File: src/dwc_map.svh
// offsets, fields, reset values and codes of the watch channel
//
// Notes on behaviour
// - enabled channel runs until field changed
// - armed code becomes 1111 after event
// - one cycle enable latency, first pc skipped
// - address codes 0001-1010 arm on listed events, data codes 0001-1001
// - address 1011 arms on pin, 1100 holds; data 1010 arms on pin, 1011 holds
// - 1101/1110 reserved (data also 1100), 1111 always enabled
// - combine comparators: a, b, and, or
// - comparator b condition: eq ne gt lt
// - comparator a condition: eq ne gt lt
// - access kind: read, write, either
// - bus select: a, b, both, pc
// - ignore low address bits by width
// - detection sets per-channel hit flag
// - three writable 32-bit reference registers
// - address anded with mask before compare
// - data width select byte word long
// - byte mode: one or four lanes ored
// - word mode: one, two, four lanes
// - long mode: one or two lanes
// - data mask applied to both halves
`ifndef DWC_MAP_SVH
`define DWC_MAP_SVH

`define DWC_OFS_ADDR_CTRL   8'h00
`define DWC_OFS_REF_A       8'h04
`define DWC_OFS_REF_B       8'h08
`define DWC_OFS_ADDR_MASK   8'h0c
`define DWC_OFS_DATA_CTRL   8'h10
`define DWC_OFS_DATA_REF    8'h14
`define DWC_OFS_DATA_MASK   8'h18
`define DWC_OFS_STATUS      8'h1c

`define DWC_CTRL_RESET      16'h0000
`define DWC_MASK_RESET      32'hffffffff
`define DWC_REF_RESET       32'h00000000

`define DWC_A_EN_HI         13
`define DWC_A_EN_LO         10
`define DWC_A_CS_HI         9
`define DWC_A_CS_LO         8
`define DWC_A_CB_HI         7
`define DWC_A_CB_LO         6
`define DWC_A_CA_HI         5
`define DWC_A_CA_LO         4
`define DWC_A_ATS_HI        3
`define DWC_A_ATS_LO        2
`define DWC_A_BS_HI         1
`define DWC_A_BS_LO         0
`define DWC_A_WR_MASK       16'h3fff

`define DWC_D_AWS_HI        9
`define DWC_D_AWS_LO        8
`define DWC_D_EN_HI         6
`define DWC_D_EN_LO         3
`define DWC_D_CC_HI         2
`define DWC_D_CC_LO         1
`define DWC_D_ATS           0
`define DWC_D_WR_MASK       16'h037f

`define DWC_ST_ADDR_HIT     0
`define DWC_ST_DATA_HIT     1

`define DWC_EN_OFF          4'h0
`define DWC_EN_EV_LAST      4'h8
`define DWC_EN_ON           4'hf
`define DWC_A_EN_DATA       4'h9
`define DWC_A_EN_COUNT      4'ha
`define DWC_A_EN_PIN        4'hb
`define DWC_A_EN_PIN_HOLD   4'hc
`define DWC_D_EN_COUNT      4'h9
`define DWC_D_EN_PIN        4'ha
`define DWC_D_EN_PIN_HOLD   4'hb

`endif

File: src/dwc_pkg.sv
// types of the watch channel
package dwc_pkg;
  typedef enum logic [1:0] {
    DWC_COND_EQ = 2'h0,
    DWC_COND_NE = 2'h1,
    DWC_COND_GT = 2'h2,
    DWC_COND_LT = 2'h3
  } dwc_cond_t;
  typedef enum logic [1:0] {
    DWC_COMB_A   = 2'h0,
    DWC_COMB_B   = 2'h1,
    DWC_COMB_AND = 2'h2,
    DWC_COMB_OR  = 2'h3
  } dwc_comb_t;
  typedef enum logic [1:0] {
    DWC_BUS_A    = 2'h0,
    DWC_BUS_B    = 2'h1,
    DWC_BUS_BOTH = 2'h2,
    DWC_BUS_PC   = 2'h3
  } dwc_bus_t;
  typedef enum logic [1:0] {
    DWC_ACC_RD  = 2'h0,
    DWC_ACC_WR  = 2'h1,
    DWC_ACC_ANY = 2'h2,
    DWC_ACC_RSV = 2'h3
  } dwc_acc_t;
  // access width on an address bus
  typedef enum logic [1:0] {
    DWC_AW_8  = 2'h0,
    DWC_AW_16 = 2'h1,
    DWC_AW_32 = 2'h2,
    DWC_AW_64 = 2'h3
  } dwc_aw_t;
  // watched data width
  typedef enum logic [1:0] {
    DWC_DW_BYTE = 2'h0,
    DWC_DW_WORD = 2'h1,
    DWC_DW_LONG = 2'h2,
    DWC_DW_RSV  = 2'h3
  } dwc_dw_t;
  // operands in one data access
  typedef enum logic [1:0] {
    DWC_OPS_1 = 2'h0,
    DWC_OPS_2 = 2'h1,
    DWC_OPS_4 = 2'h2,
    DWC_OPS_X = 2'h3
  } dwc_ops_t;
endpackage

File: src/dwc_watch.sv
// address and data watch channel with its control registers
`timescale 1ns/1ps
`include "dwc_map.svh"
module dwc_watch (
  input  wire logic            clk_in,
  input  wire logic            rst_n_in,
  input  wire logic [7:0]      reg_addr_in,
  input  wire logic [31:0]     reg_wdata_in,
  input  wire logic            reg_wr_in,
  input  wire logic            reg_rd_in,
  output logic      [31:0]     reg_rdata_out,
  input  wire logic [31:0]     pc_in,
  input  wire logic            pc_valid_in,
  input  wire logic [31:0]     data_address_bus_a_in,
  input  wire logic            bus_a_valid_in,
  input  wire logic            bus_a_write_in,
  input  wire dwc_pkg::dwc_aw_t bus_a_width_in,
  input  wire logic [31:0]     data_address_bus_b_in,
  input  wire logic            bus_b_valid_in,
  input  wire logic            bus_b_write_in,
  input  wire dwc_pkg::dwc_aw_t bus_b_width_in,
  input  wire logic [63:0]     data_value_in,
  input  wire logic            data_valid_in,
  input  wire logic            data_write_in,
  input  wire dwc_pkg::dwc_ops_t data_ops_in,
  input  wire logic [7:0]      channel_event_in,
  input  wire logic            count_event_in,
  input  wire logic            event_pin_in,
  input  wire logic            data_event_pin_in,
  input  wire logic            event_pin_config_in,
  input  wire logic            data_event_pin_config_in,
  output logic                 addr_event_out,
  output logic                 data_event_out,
  output logic                 channel_hit_flag_out,
  output logic                 data_hit_flag_out
);
  import dwc_pkg::*;

  logic [15:0] address_watch_control;
  logic [31:0] address_watch_reference_a;
  logic [31:0] address_watch_reference_b;
  logic [31:0] address_watch_mask;
  logic [15:0] data_watch_control;
  logic [31:0] data_reference;
  logic [31:0] data_mask;
  logic        pin_s1;
  logic        pin_s2;
  logic        dpin_s1;
  logic        dpin_s2;
  logic        addr_on_q;
  logic        addr_on_qq;
  logic        data_on_q;

  logic [3:0]  a_en;
  logic [3:0]  d_en;
  logic        pin_act;
  logic        dpin_act;
  logic        addr_match;
  logic        data_match;
  logic        wr_addr_ctrl;
  logic        wr_data_ctrl;
  logic        wr_status;

  assign a_en         = address_watch_control[`DWC_A_EN_HI:`DWC_A_EN_LO];
  assign d_en         = data_watch_control[`DWC_D_EN_HI:`DWC_D_EN_LO];
  assign pin_act      = pin_s2 & event_pin_config_in;
  assign dpin_act     = dpin_s2 & data_event_pin_config_in;
  assign wr_addr_ctrl = reg_wr_in && reg_addr_in == `DWC_OFS_ADDR_CTRL;
  assign wr_data_ctrl = reg_wr_in && reg_addr_in == `DWC_OFS_DATA_CTRL;
  assign wr_status    = reg_wr_in && reg_addr_in == `DWC_OFS_STATUS;

  function automatic logic cond_true(input logic [31:0] v, input logic [31:0] r,
    input dwc_cond_t c);
    logic res;
    res = 1'b0;
    unique case (c)
      DWC_COND_EQ: res = (v == r);
      DWC_COND_NE: res = (v != r);
      DWC_COND_GT: res = (v > r);
      DWC_COND_LT: res = (v < r);
    endcase
    return res;
  endfunction

  // low address bits that a wide access covers
  function automatic logic [31:0] width_mask(input dwc_aw_t w);
    logic [31:0] m;
    m = 32'hffffffff;
    unique case (w)
      DWC_AW_8:  m = 32'hffffffff;
      DWC_AW_16: m = 32'hfffffffe;
      DWC_AW_32: m = 32'hfffffffc;
      DWC_AW_64: m = 32'hfffffff8;
    endcase
    return m;
  endfunction

  function automatic logic kind_ok(input dwc_acc_t k, input logic wr);
    logic res;
    res = 1'b0;
    unique case (k)
      DWC_ACC_RD:  res = !wr;
      DWC_ACC_WR:  res = wr;
      DWC_ACC_ANY: res = 1'b1;
      DWC_ACC_RSV: res = 1'b0;
    endcase
    return res;
  endfunction

  // event pins are asynchronous
  always_ff @(posedge clk_in or negedge rst_n_in) begin
    if (!rst_n_in) begin
      pin_s1  <= 1'b0;
      pin_s2  <= 1'b0;
      dpin_s1 <= 1'b0;
      dpin_s2 <= 1'b0;
    end else begin
      pin_s1  <= event_pin_in;
      pin_s2  <= pin_s1;
      dpin_s1 <= data_event_pin_in;
      dpin_s2 <= dpin_s1;
    end
  end

  // reference, mask and data registers
  always_ff @(posedge clk_in or negedge rst_n_in) begin
    if (!rst_n_in) begin
      address_watch_reference_a <= `DWC_REF_RESET;
      address_watch_reference_b <= `DWC_REF_RESET;
      address_watch_mask        <= `DWC_MASK_RESET;
      data_reference            <= `DWC_REF_RESET;
      data_mask                 <= `DWC_MASK_RESET;
    end else if (reg_wr_in) begin
      if (reg_addr_in == `DWC_OFS_REF_A) begin
        address_watch_reference_a <= reg_wdata_in;
      end
      if (reg_addr_in == `DWC_OFS_REF_B) begin
        address_watch_reference_b <= reg_wdata_in;
      end
      if (reg_addr_in == `DWC_OFS_ADDR_MASK) begin
        address_watch_mask <= reg_wdata_in;
      end
      if (reg_addr_in == `DWC_OFS_DATA_REF) begin
        data_reference <= reg_wdata_in;
      end
      if (reg_addr_in == `DWC_OFS_DATA_MASK) begin
        data_mask <= reg_wdata_in;
      end
    end
  end

  // arming event of codes 0001 to 1010
  logic a_arm;
  always_comb begin
    a_arm = 1'b0;
    if (a_en >= 4'h1 && a_en <= `DWC_EN_EV_LAST) begin
      a_arm = channel_event_in[3'(a_en - 4'h1)];
    end else if (a_en == `DWC_A_EN_DATA) begin
      a_arm = data_match;
    end else if (a_en == `DWC_A_EN_COUNT) begin
      a_arm = count_event_in;
    end
  end

  // software write wins over rewrite
  always_ff @(posedge clk_in or negedge rst_n_in) begin
    if (!rst_n_in) begin
      address_watch_control <= `DWC_CTRL_RESET;
    end else if (wr_addr_ctrl) begin
      address_watch_control <= reg_wdata_in[15:0] & `DWC_A_WR_MASK;
    end else if (a_arm) begin
      address_watch_control[`DWC_A_EN_HI:`DWC_A_EN_LO] <= `DWC_EN_ON;
    end else if (a_en == `DWC_A_EN_PIN && pin_act) begin
      address_watch_control[`DWC_A_EN_HI:`DWC_A_EN_LO] <= `DWC_A_EN_PIN_HOLD;
    end else if (a_en == `DWC_A_EN_PIN_HOLD && !pin_act) begin
      address_watch_control[`DWC_A_EN_HI:`DWC_A_EN_LO] <= `DWC_A_EN_PIN;
    end
  end

  // data channel arming event
  logic d_arm;
  always_comb begin
    d_arm = 1'b0;
    if (d_en >= 4'h1 && d_en <= `DWC_EN_EV_LAST) begin
      d_arm = channel_event_in[3'(d_en - 4'h1)];
    end else if (d_en == `DWC_D_EN_COUNT) begin
      d_arm = count_event_in;
    end
  end

  always_ff @(posedge clk_in or negedge rst_n_in) begin
    if (!rst_n_in) begin
      data_watch_control <= `DWC_CTRL_RESET;
    end else if (wr_data_ctrl) begin
      data_watch_control <= reg_wdata_in[15:0] & `DWC_D_WR_MASK;
    end else if (d_arm) begin
      data_watch_control[`DWC_D_EN_HI:`DWC_D_EN_LO] <= `DWC_EN_ON;
    end else if (d_en == `DWC_D_EN_PIN && dpin_act) begin
      data_watch_control[`DWC_D_EN_HI:`DWC_D_EN_LO] <= `DWC_D_EN_PIN_HOLD;
    end else if (d_en == `DWC_D_EN_PIN_HOLD && !dpin_act) begin
      data_watch_control[`DWC_D_EN_HI:`DWC_D_EN_LO] <= `DWC_D_EN_PIN;
    end
  end

  // one cycle enable latency; reserved codes stay off
  always_ff @(posedge clk_in or negedge rst_n_in) begin
    if (!rst_n_in) begin
      addr_on_q  <= 1'b0;
      addr_on_qq <= 1'b0;
      data_on_q  <= 1'b0;
    end else begin
      addr_on_q  <= (a_en == `DWC_EN_ON) || (a_en == `DWC_A_EN_PIN_HOLD);
      addr_on_qq <= addr_on_q;
      data_on_q  <= (d_en == `DWC_EN_ON) || (d_en == `DWC_D_EN_PIN_HOLD);
    end
  end

  // address comparators
  dwc_bus_t  bs;
  dwc_comb_t cs;
  dwc_acc_t  access_kind_select;
  logic [31:0] addr_sel_a;
  logic [31:0] addr_sel_b;
  logic [31:0] wmask_a;
  logic [31:0] wmask_b;
  logic        val_a;
  logic        val_b;
  logic        hit_a;
  logic        hit_b;
  logic [31:0] cmp_mask_a;
  logic [31:0] cmp_mask_b;

  assign bs  = dwc_bus_t'(address_watch_control[`DWC_A_BS_HI:`DWC_A_BS_LO]);
  assign cs  = dwc_comb_t'(address_watch_control[`DWC_A_CS_HI:`DWC_A_CS_LO]);
  assign access_kind_select = dwc_acc_t'(address_watch_control[`DWC_A_ATS_HI:`DWC_A_ATS_LO]);

  always_comb begin
    addr_sel_a = data_address_bus_a_in;
    addr_sel_b = data_address_bus_b_in;
    wmask_a    = width_mask(bus_a_width_in);
    wmask_b    = width_mask(bus_b_width_in);
    val_a      = bus_a_valid_in & kind_ok(access_kind_select, bus_a_write_in);
    val_b      = bus_b_valid_in & kind_ok(access_kind_select, bus_b_write_in);
    unique case (bs)
      DWC_BUS_A: begin
        addr_sel_b = data_address_bus_a_in;
        wmask_b    = wmask_a;
        val_b      = val_a;
      end
      DWC_BUS_B: begin
        addr_sel_a = data_address_bus_b_in;
        wmask_a    = wmask_b;
        val_a      = val_b;
      end
      DWC_BUS_BOTH: begin
      end
      DWC_BUS_PC: begin
        addr_sel_a = pc_in;
        addr_sel_b = pc_in;
        wmask_a    = 32'hffffffff;
        wmask_b    = 32'hffffffff;
        val_a      = pc_valid_in & addr_on_qq;
        val_b      = val_a;
      end
    endcase
  end

  // masked and covered low bits always match
  assign cmp_mask_a = address_watch_mask & wmask_a;
  assign cmp_mask_b = address_watch_mask & wmask_b;
  assign hit_a = val_a & cond_true(addr_sel_a & cmp_mask_a,
    address_watch_reference_a & cmp_mask_a,
    dwc_cond_t'(address_watch_control[`DWC_A_CA_HI:`DWC_A_CA_LO])
    );
  assign hit_b = val_b & cond_true(addr_sel_b & cmp_mask_b,
    address_watch_reference_b & cmp_mask_b,
    dwc_cond_t'(address_watch_control[`DWC_A_CB_HI:`DWC_A_CB_LO])
    );

  always_comb begin
    addr_match = 1'b0;
    unique case (cs)
      DWC_COMB_A:   addr_match = hit_a;
      DWC_COMB_B:   addr_match = hit_b;
      DWC_COMB_AND: addr_match = hit_a & hit_b;
      DWC_COMB_OR:  addr_match = hit_a | hit_b;
    endcase
    addr_match = addr_match & addr_on_q;
  end

  // data comparators per lane
  logic [63:0] dmasked;
  logic [7:0]  b_eq;
  logic [7:0]  b_gt;
  logic [7:0]  b_lt;
  logic [3:0]  w_eq;
  logic [3:0]  w_gt;
  logic [3:0]  w_lt;
  logic [1:0]  l_eq;
  logic [1:0]  l_gt;
  logic [1:0]  l_lt;

  assign dmasked = data_value_in & {data_mask, data_mask};
  genvar gi;
  generate
    for (gi = 0; gi < 8; gi++) begin : g_lane
      assign b_eq[gi] = dmasked[8*gi +: 8] == data_reference[7:0];
      assign b_gt[gi] = dmasked[8*gi +: 8] >  data_reference[7:0];
      assign b_lt[gi] = dmasked[8*gi +: 8] <  data_reference[7:0];
      if (gi < 4) begin : g_word
        assign w_eq[gi] = dmasked[16*gi +: 16] == data_reference[15:0];
        assign w_gt[gi] = dmasked[16*gi +: 16] >  data_reference[15:0];
        assign w_lt[gi] = dmasked[16*gi +: 16] <  data_reference[15:0];
      end
      if (gi < 2) begin : g_long
        assign l_eq[gi] = dmasked[32*gi +: 32] == data_reference;
        assign l_gt[gi] = dmasked[32*gi +: 32] >  data_reference;
        assign l_lt[gi] = dmasked[32*gi +: 32] <  data_reference;
      end
    end
  endgenerate

  // operands from lane 0 up; not-equal needs all to differ
  logic [7:0] lane_en;
  logic [7:0] sel_eq;
  logic [7:0] sel_gt;
  logic [7:0] sel_lt;
  logic       cond_d;
  logic       width_ok;
  always_comb begin
    lane_en  = 8'h00;
    sel_eq   = 8'h00;
    sel_gt   = 8'h00;
    sel_lt   = 8'h00;
    width_ok = 1'b1;
    unique case (dwc_dw_t'(data_watch_control[`DWC_D_AWS_HI:`DWC_D_AWS_LO]))
      DWC_DW_BYTE: begin
        lane_en = (data_ops_in == DWC_OPS_1) ? 8'h01 : 8'h0f;
        sel_eq  = b_eq;
        sel_gt  = b_gt;
        sel_lt  = b_lt;
      end
      DWC_DW_WORD: begin
        lane_en = (data_ops_in == DWC_OPS_1) ? 8'h01 :
                  (data_ops_in == DWC_OPS_2) ? 8'h03 : 8'h0f;
        sel_eq  = {4'h0, w_eq};
        sel_gt  = {4'h0, w_gt};
        sel_lt  = {4'h0, w_lt};
      end
      DWC_DW_LONG: begin
        lane_en = (data_ops_in == DWC_OPS_1) ? 8'h01 : 8'h03;
        sel_eq  = {6'h00, l_eq};
        sel_gt  = {6'h00, l_gt};
        sel_lt  = {6'h00, l_lt};
      end
      DWC_DW_RSV: width_ok = 1'b0;
    endcase
    cond_d = 1'b0;
    unique case (dwc_cond_t'(data_watch_control[`DWC_D_CC_HI:`DWC_D_CC_LO]))
      DWC_COND_EQ: cond_d = |(sel_eq & lane_en);
      DWC_COND_NE: cond_d = ~|(sel_eq & lane_en);
      DWC_COND_GT: cond_d = |(sel_gt & lane_en);
      DWC_COND_LT: cond_d = |(sel_lt & lane_en);
    endcase
  end

  assign data_match = data_on_q & data_valid_in & width_ok & cond_d &
                      (data_write_in == data_watch_control[`DWC_D_ATS]);

  // sticky hit flags; a hit wins over a clear
  always_ff @(posedge clk_in or negedge rst_n_in) begin
    if (!rst_n_in) begin
      addr_event_out       <= 1'b0;
      data_event_out       <= 1'b0;
      channel_hit_flag_out <= 1'b0;
      data_hit_flag_out    <= 1'b0;
    end else begin
      addr_event_out <= addr_match;
      data_event_out <= data_match;
      if (addr_match) begin
        channel_hit_flag_out <= 1'b1;
      end else if (wr_status && reg_wdata_in[`DWC_ST_ADDR_HIT]) begin
        channel_hit_flag_out <= 1'b0;
      end
      if (data_match) begin
        data_hit_flag_out <= 1'b1;
      end else if (wr_status && reg_wdata_in[`DWC_ST_DATA_HIT]) begin
        data_hit_flag_out <= 1'b0;
      end
    end
  end

  // read data stands one cycle only
  always_ff @(posedge clk_in or negedge rst_n_in) begin
    if (!rst_n_in) begin
      reg_rdata_out <= 32'h0;
    end else if (reg_rd_in) begin
      unique case (reg_addr_in)
        `DWC_OFS_ADDR_CTRL: reg_rdata_out <= {16'h0, address_watch_control};
        `DWC_OFS_REF_A:     reg_rdata_out <= address_watch_reference_a;
        `DWC_OFS_REF_B:     reg_rdata_out <= address_watch_reference_b;
        `DWC_OFS_ADDR_MASK: reg_rdata_out <= address_watch_mask;
        `DWC_OFS_DATA_CTRL: reg_rdata_out <= {16'h0, data_watch_control};
        `DWC_OFS_DATA_REF:  reg_rdata_out <= data_reference;
        `DWC_OFS_DATA_MASK: reg_rdata_out <= data_mask;
        `DWC_OFS_STATUS:    reg_rdata_out <= {30'h0, data_hit_flag_out,
                                              channel_hit_flag_out};
        default:            reg_rdata_out <= 32'h0;
      endcase
    end else begin
      reg_rdata_out <= 32'h0;
    end
  end
endmodule

File: config.mk
export PLATFORM = sky130hd
export DESIGN_NAME = dwc_watch
export DESIGN_NICKNAME = d
export VERILOG_FILES = /design/src/dwc_pkg.sv /design/src/dwc_watch.sv
export VERILOG_INCLUDE_DIRS = /design/src
export SDC_FILE = /design/constraint.sdc
export NUM_CORES = 1
export LEC_CHECK = 0
export BUFFER_PORTS_ARGS = -buffer_cell sky130_fd_sc_hd__buf_2
export CORE_MARGIN = 1
export CORE_UTILIZATION = 36
export CTS_BUF_LIST = sky130_fd_sc_hd__clkbuf_16
export DETAILED_ROUTE_END_ITERATION = 12
export SLEW_MARGIN = 0
export SYNTH_ARGS = -nofsm -noshare
export SYNTH_HDL_FRONTEND = slang
export SYNTH_SLANG_ARGS = --single-unit
File: constraint.sdc
create_clock -name clk_in -period 4.6 [get_ports clk_in]
set_input_delay 0.92 -clock clk_in [delete_from_list [all_inputs] [get_ports clk_in]]
set_output_delay 0.92 -clock clk_in [all_outputs]
set_load 0.005 [all_outputs]
Word-level counts from Yosys, hierarchy flattened

Cells that the tools add are included.

Output and inout bits: 36
Bits in registers: 226
Bits of input ports: 230
Logic and storage cells: 234

Bitwise operators: 24
Muxes and demuxes: 46
Equality and inequality tests: 62
$lt $le $gt $ge: 38
$add $sub $neg: 2
Reductions and logical operators: 41

Operators with widths:

| cell                                                | number |
|---|---|
| case mux 32 bit (2 select lines)                    | 4 |
| case mux 32 bit (4 select lines)                    | 2 |
| case mux 32 bit (8 select lines)                    | 1 |
| bitwise AND 32 bit                                  | 6 |
| equality test 32 bit                                | 4 |
| greater-than comparator 32 bit                      | 4 |
| < comparator 32 bit                                 | 4 |
| case mux 8 bit (3 select lines)                     | 3 |
| bitwise AND 64 bit                                  | 1 |
| equality test 16 bit                                | 4 |
| equality test 8 bit                                 | 8 |
| greater-than comparator 16 bit                      | 4 |
| greater-than comparator 8 bit                       | 8 |
| < comparator 16 bit                                 | 4 |
| < comparator 8 bit                                  | 8 |
| inequality test 32 bit                              | 2 |
| 2-to-1 mux 4 bit                                    | 11 |
| equality test 4 bit, second input constant          | 9 |
| equality test 2 bit, second input constant          | 17 |
| equality test 8 x 5 -> 1 bit, second input constant | 4 |
| 2-to-1 mux 32 bit                                   | 1 |
| bitwise AND 8 bit                                   | 3 |
| case mux 1 bit (4 select lines)                     | 6 |
| OR reduction 8 bit                                  | 3 |
| 23 further kinds                                    | 92 |

Depth between registers and ports, before layout

Word-level depth: 14
Depth in mapped cells: 17
Mapped depth without buffers: 16

Least setup slack after synthesis

Ideal clock, no wire load.

Path kind: register to register
From: register address_watch_control[0]
To: register channel_hit_flag_out
Path slack: 896 ps
Stages on the path, launching flop included: 17
Data arrival time: 3585 ps
Buffers on the path: 2
Cells stage by stage: dfrtp_1 inv_1 ha_1 clkbuf_1 clkinv_1 clkbuf_1 o21ai_0 nor2_1 ha_1 or4_1 o22ai_1 o21ai_1 o31a_1 or4_1 a32oi_1 o22ai_1 a21o_1

Word-level cells in the longest chain between the ends: 11
Elaborated cells on any way between the ends: 33

Ends and longest elaborated chain:

| what                                                   | line                               | RTL |
|---|---|---|
| start: declaration                                     | dwc_watch.sv:39                    | `logic [15:0] address_watch_control;` |
| start signal: assignment                               | dwc_watch.sv:168                   | `` address_watch_control <= `DWC_CTRL_RESET; `` |
| start signal: assignment                               | dwc_watch.sv:170                   | `` address_watch_control <= reg_wdata_in[15:0] & `DWC_A_WR_MASK; `` |
| start signal: indexed assignment                       | dwc_watch.sv:172                   | `` address_watch_control[`DWC_A_EN_HI:`DWC_A_EN_LO] <= `DWC_EN_ON; `` |
| equality test 2 bit (tied with other cells)            | dwc_watch.sv:244                   | `unique case (bs)` |
| case mux 32 bit (2 select lines)                       | dwc_watch.sv:244                   |  |
| bitwise AND 32 bit, on equally long branches           | dwc_watch.sv:269, dwc_watch.sv:270 |  |
| bitwise AND 32 bit, on equally long branches           | --                                 |  |
| < comparator 32 bit (tied with other cells)            | dwc_watch.sv:80                    | `DWC_COND_LT: res = (v < r);` |
| case mux 1 bit (4 select lines)                        | dwc_watch.sv:76                    | `unique case (c)` |
| bitwise AND 1 bit, on equally long branches            | dwc_watch.sv:271, dwc_watch.sv:275 |  |
| OR 1 bit or bitwise AND 1 bit (tied branches)          | dwc_watch.sv:286, dwc_watch.sv:285 |  |
| case mux 1 bit (4 select lines) *                      | dwc_watch.sv:282                   | `unique case (cs)` |
| bitwise AND 1 bit *                                    | dwc_watch.sv:288                   | `addr_match = addr_match & addr_on_q;` |
| net addr_match                                         | dwc_watch.sv:58                    | `logic addr_match;` |
| 2-to-1 mux 1 bit or nonzero test 2 bit (tied branches) | --                                 |  |
| end signal: assignment                                 | dwc_watch.sv:375                   | `channel_hit_flag_out <= 1'b0;` |
| end signal: assignment                                 | dwc_watch.sv:381                   | `channel_hit_flag_out <= 1'b1;` |
| end signal: assignment                                 | dwc_watch.sv:383                   | `channel_hit_flag_out <= 1'b0;` |
| end: declaration                                       | dwc_watch.sv:34                    | `output logic channel_hit_flag_out,` |

Mark *: on every way through the listed nets, which the timed path passes. The rest lies on a longest branch.
A chain may end at the register's enable or synchronous reset.

Worst setup path after layout

Ends and elaborated chain as after synthesis.

==> impl_results.md <==
- Dpl cell area: 18100 um^2
- Maximum vdd ir drop: 0.226 mV
- Max-slew violation count: 0
- Worst-Skew Late Latency: 0.55 ns
- # rows: 76
- # placed instances: 2434
- Grt total ovfl: 0
- Synthesis-stage register bit count: 226
- CTS Buf Count: 23
- Initial antenna violation count: 5
- Cells after synthesis: 1617
- Number of synthesized flops with an enable pin: 0
- Layout area overhead: 17.4%
- Post-CTS Setup Repair Bufs: 0
- Share of cells above drive strength 1: 0.315
- Yosys top cell by area: dfrtp_1
- H-tree depth: 1
- I/O Buffers: 265
- Nets: 2292
- Fin crit share: 0.876
- Post-Syn Nets: 2035
- CP startpoint kind: register
- Final wirelength: 61900 um
- Vias in the first global route: 14600
- Clk_skew: 0.0235 ns
- Setup violations, final: 0
- Chip height: 213 um
- Primary FF master, synth: dfrtp_1
- Hold Path Class: register to register
- Worst Path Required: 5.08 ns
- Crit-path max cell delay: 0.42 ns
- Final non-filler cell total: 2476
- Setup TNS: 0 ns
- Initial Util: 0.369
- Synth unique cells: 81
- Dpl ws: 0.683 ns
- Dpl hpwl: 48500 um
- First-pass GRT wire length: 90700 um
- Vias after detailed routing: 14600
- Slew HR: 0.447
- Crit Path Category: register to register
- Cts hold-fix bufs: 0
- Full die area: 45300 um^2
- Top delay family on crit path: compound AO/OA/AOI/OAI gates
- Synth top area share: 0.253
- Clk buf depth: 3
- Root buf cell: clkbuf_16
- Core ar.: 43500 um^2
- Average wire per standard cell: 25.0 um
- Total track usage: 0.272
- Num ports: 266
- Most frequent cell after synthesis: ha_1
- CTS tree: yes
- N_diodes: 0
- Placer Congestion: 0.938
- Syn_area_per_cell: 9.91 um^2
- Top cells by area, synth: dfrtp_1 25%, ha_1 15%, mux2_2 12%
- Mapped cell area: 16000 um^2
- CP max FO: 26
- YS warnings: 0
- Drt drc: 0
- Commonest cells in the netlist: 188 x ha_1, 171 x nand2_1, 166 x mux2_2, 162 x dfrtp_1, 83 x a22oi_1
- Worst hold path stage count: 0
- Pleak: 8.70 nW
- P per Cell Area: 301 nW/um^2
- Clock transition at path regs: 0.07 ns
- Drt first pass iters: 5
- DRT antenna net count: 0
- Arrival time worst endpoint: 4.51 ns
- Worst slew pin tran: 0.823 ns
- Slowest cell on the critical path: dfrtp_1
- Initial DRC Count: 1361
- CP Capture Type: register
- Via density: 5.90
- Crit path cell chain: ha_2, nor2_2, buf_12, nand2_1, a21boi_0, ha_1, a211oi_1, o21ai_0, a211oi_1, o211ai_1, o21ba_2, a311oi_1, nand2_1, o22ai_1, a21o_1
- Levels on crit path: 15
- Min Tclk post-route: 4.03 ns
- Register area share after synthesis: 0.358
- Final Hold Violating Endpoints: 0
- Die span in x: 213 um
- Worst setup margin: 0.570 ns
- CTS Sinks: 226
- Number of max-cap violations: 0
- Max Freq: 0.248 GHz
- CTS resizes: 0
- R2R depth: 15
- Status: complete, no violations
- CP Buf/Inv Count: 1
- Largest net degree at the start of global routing: 95
- Post-synth ARST share: 1.00
- RSZ-0062 raised after global routing: false
- Final instance area: 18800 um^2
## report_power, final
| part | switching [mW] | internal (mW) | leakage [nW] |
|---|---|---|---|
| Combinational | 0.909 | 0.683 | 5.50 |
| Sequential | 0.191 | 2.14 | 2.84 |
| Clock | 0.821 | 0.914 | 0.360 |
## worst register-to-register path, stage by stage (launching register included)
cell	delay, ns
dfrtp_1	0.42
ha_2	0.33
nor2_2	0.29
buf_12	0.23
nand2_1	0.08
a21boi_0	0.17
ha_1	0.27
a211oi_1	0.26
o21ai_0	0.13
a211oi_1	0.37
o211ai_1	0.29
o21ba_2	0.27
a311oi_1	0.42
nand2_1	0.10
o22ai_1	0.23
a21o_1	0.11
## layout by cell type (no fill, tap or decap), types with 5 or more instances in the layout
cell,instances
a222oi_1,23
and3_1,5
nand3_1,26
a221oi_1,36
dfrtp_1,162
nand4_1,40
nor2b_1,9
clkinv_1,5
o211ai_1,15
mux2_2,166
nor3_1,15
a22oi_1,83
inv_1,60
a21oi_1,80
nor2_1,72
nand2b_1,5
a31oi_1,22
nor4_1,7
clkbuf_16,23
buf_4,30
nand2_1,171
dfstp_2,64
ha_1,187
and2_1,63
a211oi_1,12
buf_2,264
o21ai_0,72
a21boi_0,33
a21o_1,13
o21a_1,9
## sequential cells by signal, indices dropped and copies added, names as in the netlist
| name | cells |
|---|---|
| channel_hit_flag_out | 1 |
| address_watch_mask | 32 |
| data_watch_control | 9 |
| address_watch_reference_b | 32 |
| dpin_s2 | 1 |
| data_mask | 32 |
| data_event_out | 1 |
| addr_on_q | 1 |
| pin_s1 | 1 |
| address_watch_control | 14 |
| data_on_q | 1 |
| addr_event_out | 1 |
| address_watch_reference_a | 32 |
| dpin_s1 | 1 |
| addr_on_qq | 1 |
| data_reference | 32 |
| reg_rdata_out | 32 |
| data_hit_flag_out | 1 |
| pin_s2 | 1 |
## cell families after synthesis
group | Yosys count | share of synthesized area
buffers and inverters | 119 | 0.0298
DFF | 226 | 0.358
muxes | 172 | 0.124
AOI/OAI and AO/OA | 453 | 0.199
adders and majority gates | 188 | 0.147
xor gates and xnor gates | 5 | 0.00273
and+or+nand+nor | 454 | 0.140
## final timing paths
kind                                          start                            end  slack [ns]
max in group asynchronous                  rst_n_in             data_reference[16]        3.17
max reg2reg                address_watch_control[0]           channel_hit_flag_out        0.57
min reg2reg                                  pin_s1                         pin_s2        0.36
min                                          pin_s1                         pin_s2        0.36
min in group asynchronous                  rst_n_in  address_watch_reference_b[26]        0.37
max                        address_watch_control[0]           channel_hit_flag_out        0.57
## metal layers
layer	share of wire	vias up	track usage
met3	0.068	122	0.0421
met5	0.00058	-	0
met4	0.036	6	0.0910
met1	0.42	7165	0.355
met2	0.48	639	0.456
li1	-	6667	-
## through the flow
step | utilization | power (mW) | hold slack, ns
2_1_floorplan | - | 3.29 | 0.331
3_3_place_gp | 0.417 | 3.89 | 0.334
3_5_place_dp | 0.417 | 3.92 | 0.341
4_1_cts | 0.433 | 5.64 | 0.361
5_1_grt | 0.433 | 5.92 | 0.365
6_report | 0.433 | 5.65 | 0.357
## final cells by class
| class | instances | area (um^2) |
|---|---|---|
| Tap cell | 585 | 732 |
| Sequential cell | 226 | 5740 |
| Clock buffer | 23 | 576 |
| Inverter | 53 | 199 |
| Timing Repair Buffer | 298 | 1620 |
| Fill cell | 4284 | 24700 |
| Multi-Input combinational cell | 1272 | 9840 |
| Clock inverter | 19 | 97.6 |
No activity file was read; power rests on OpenSTA's default activity.
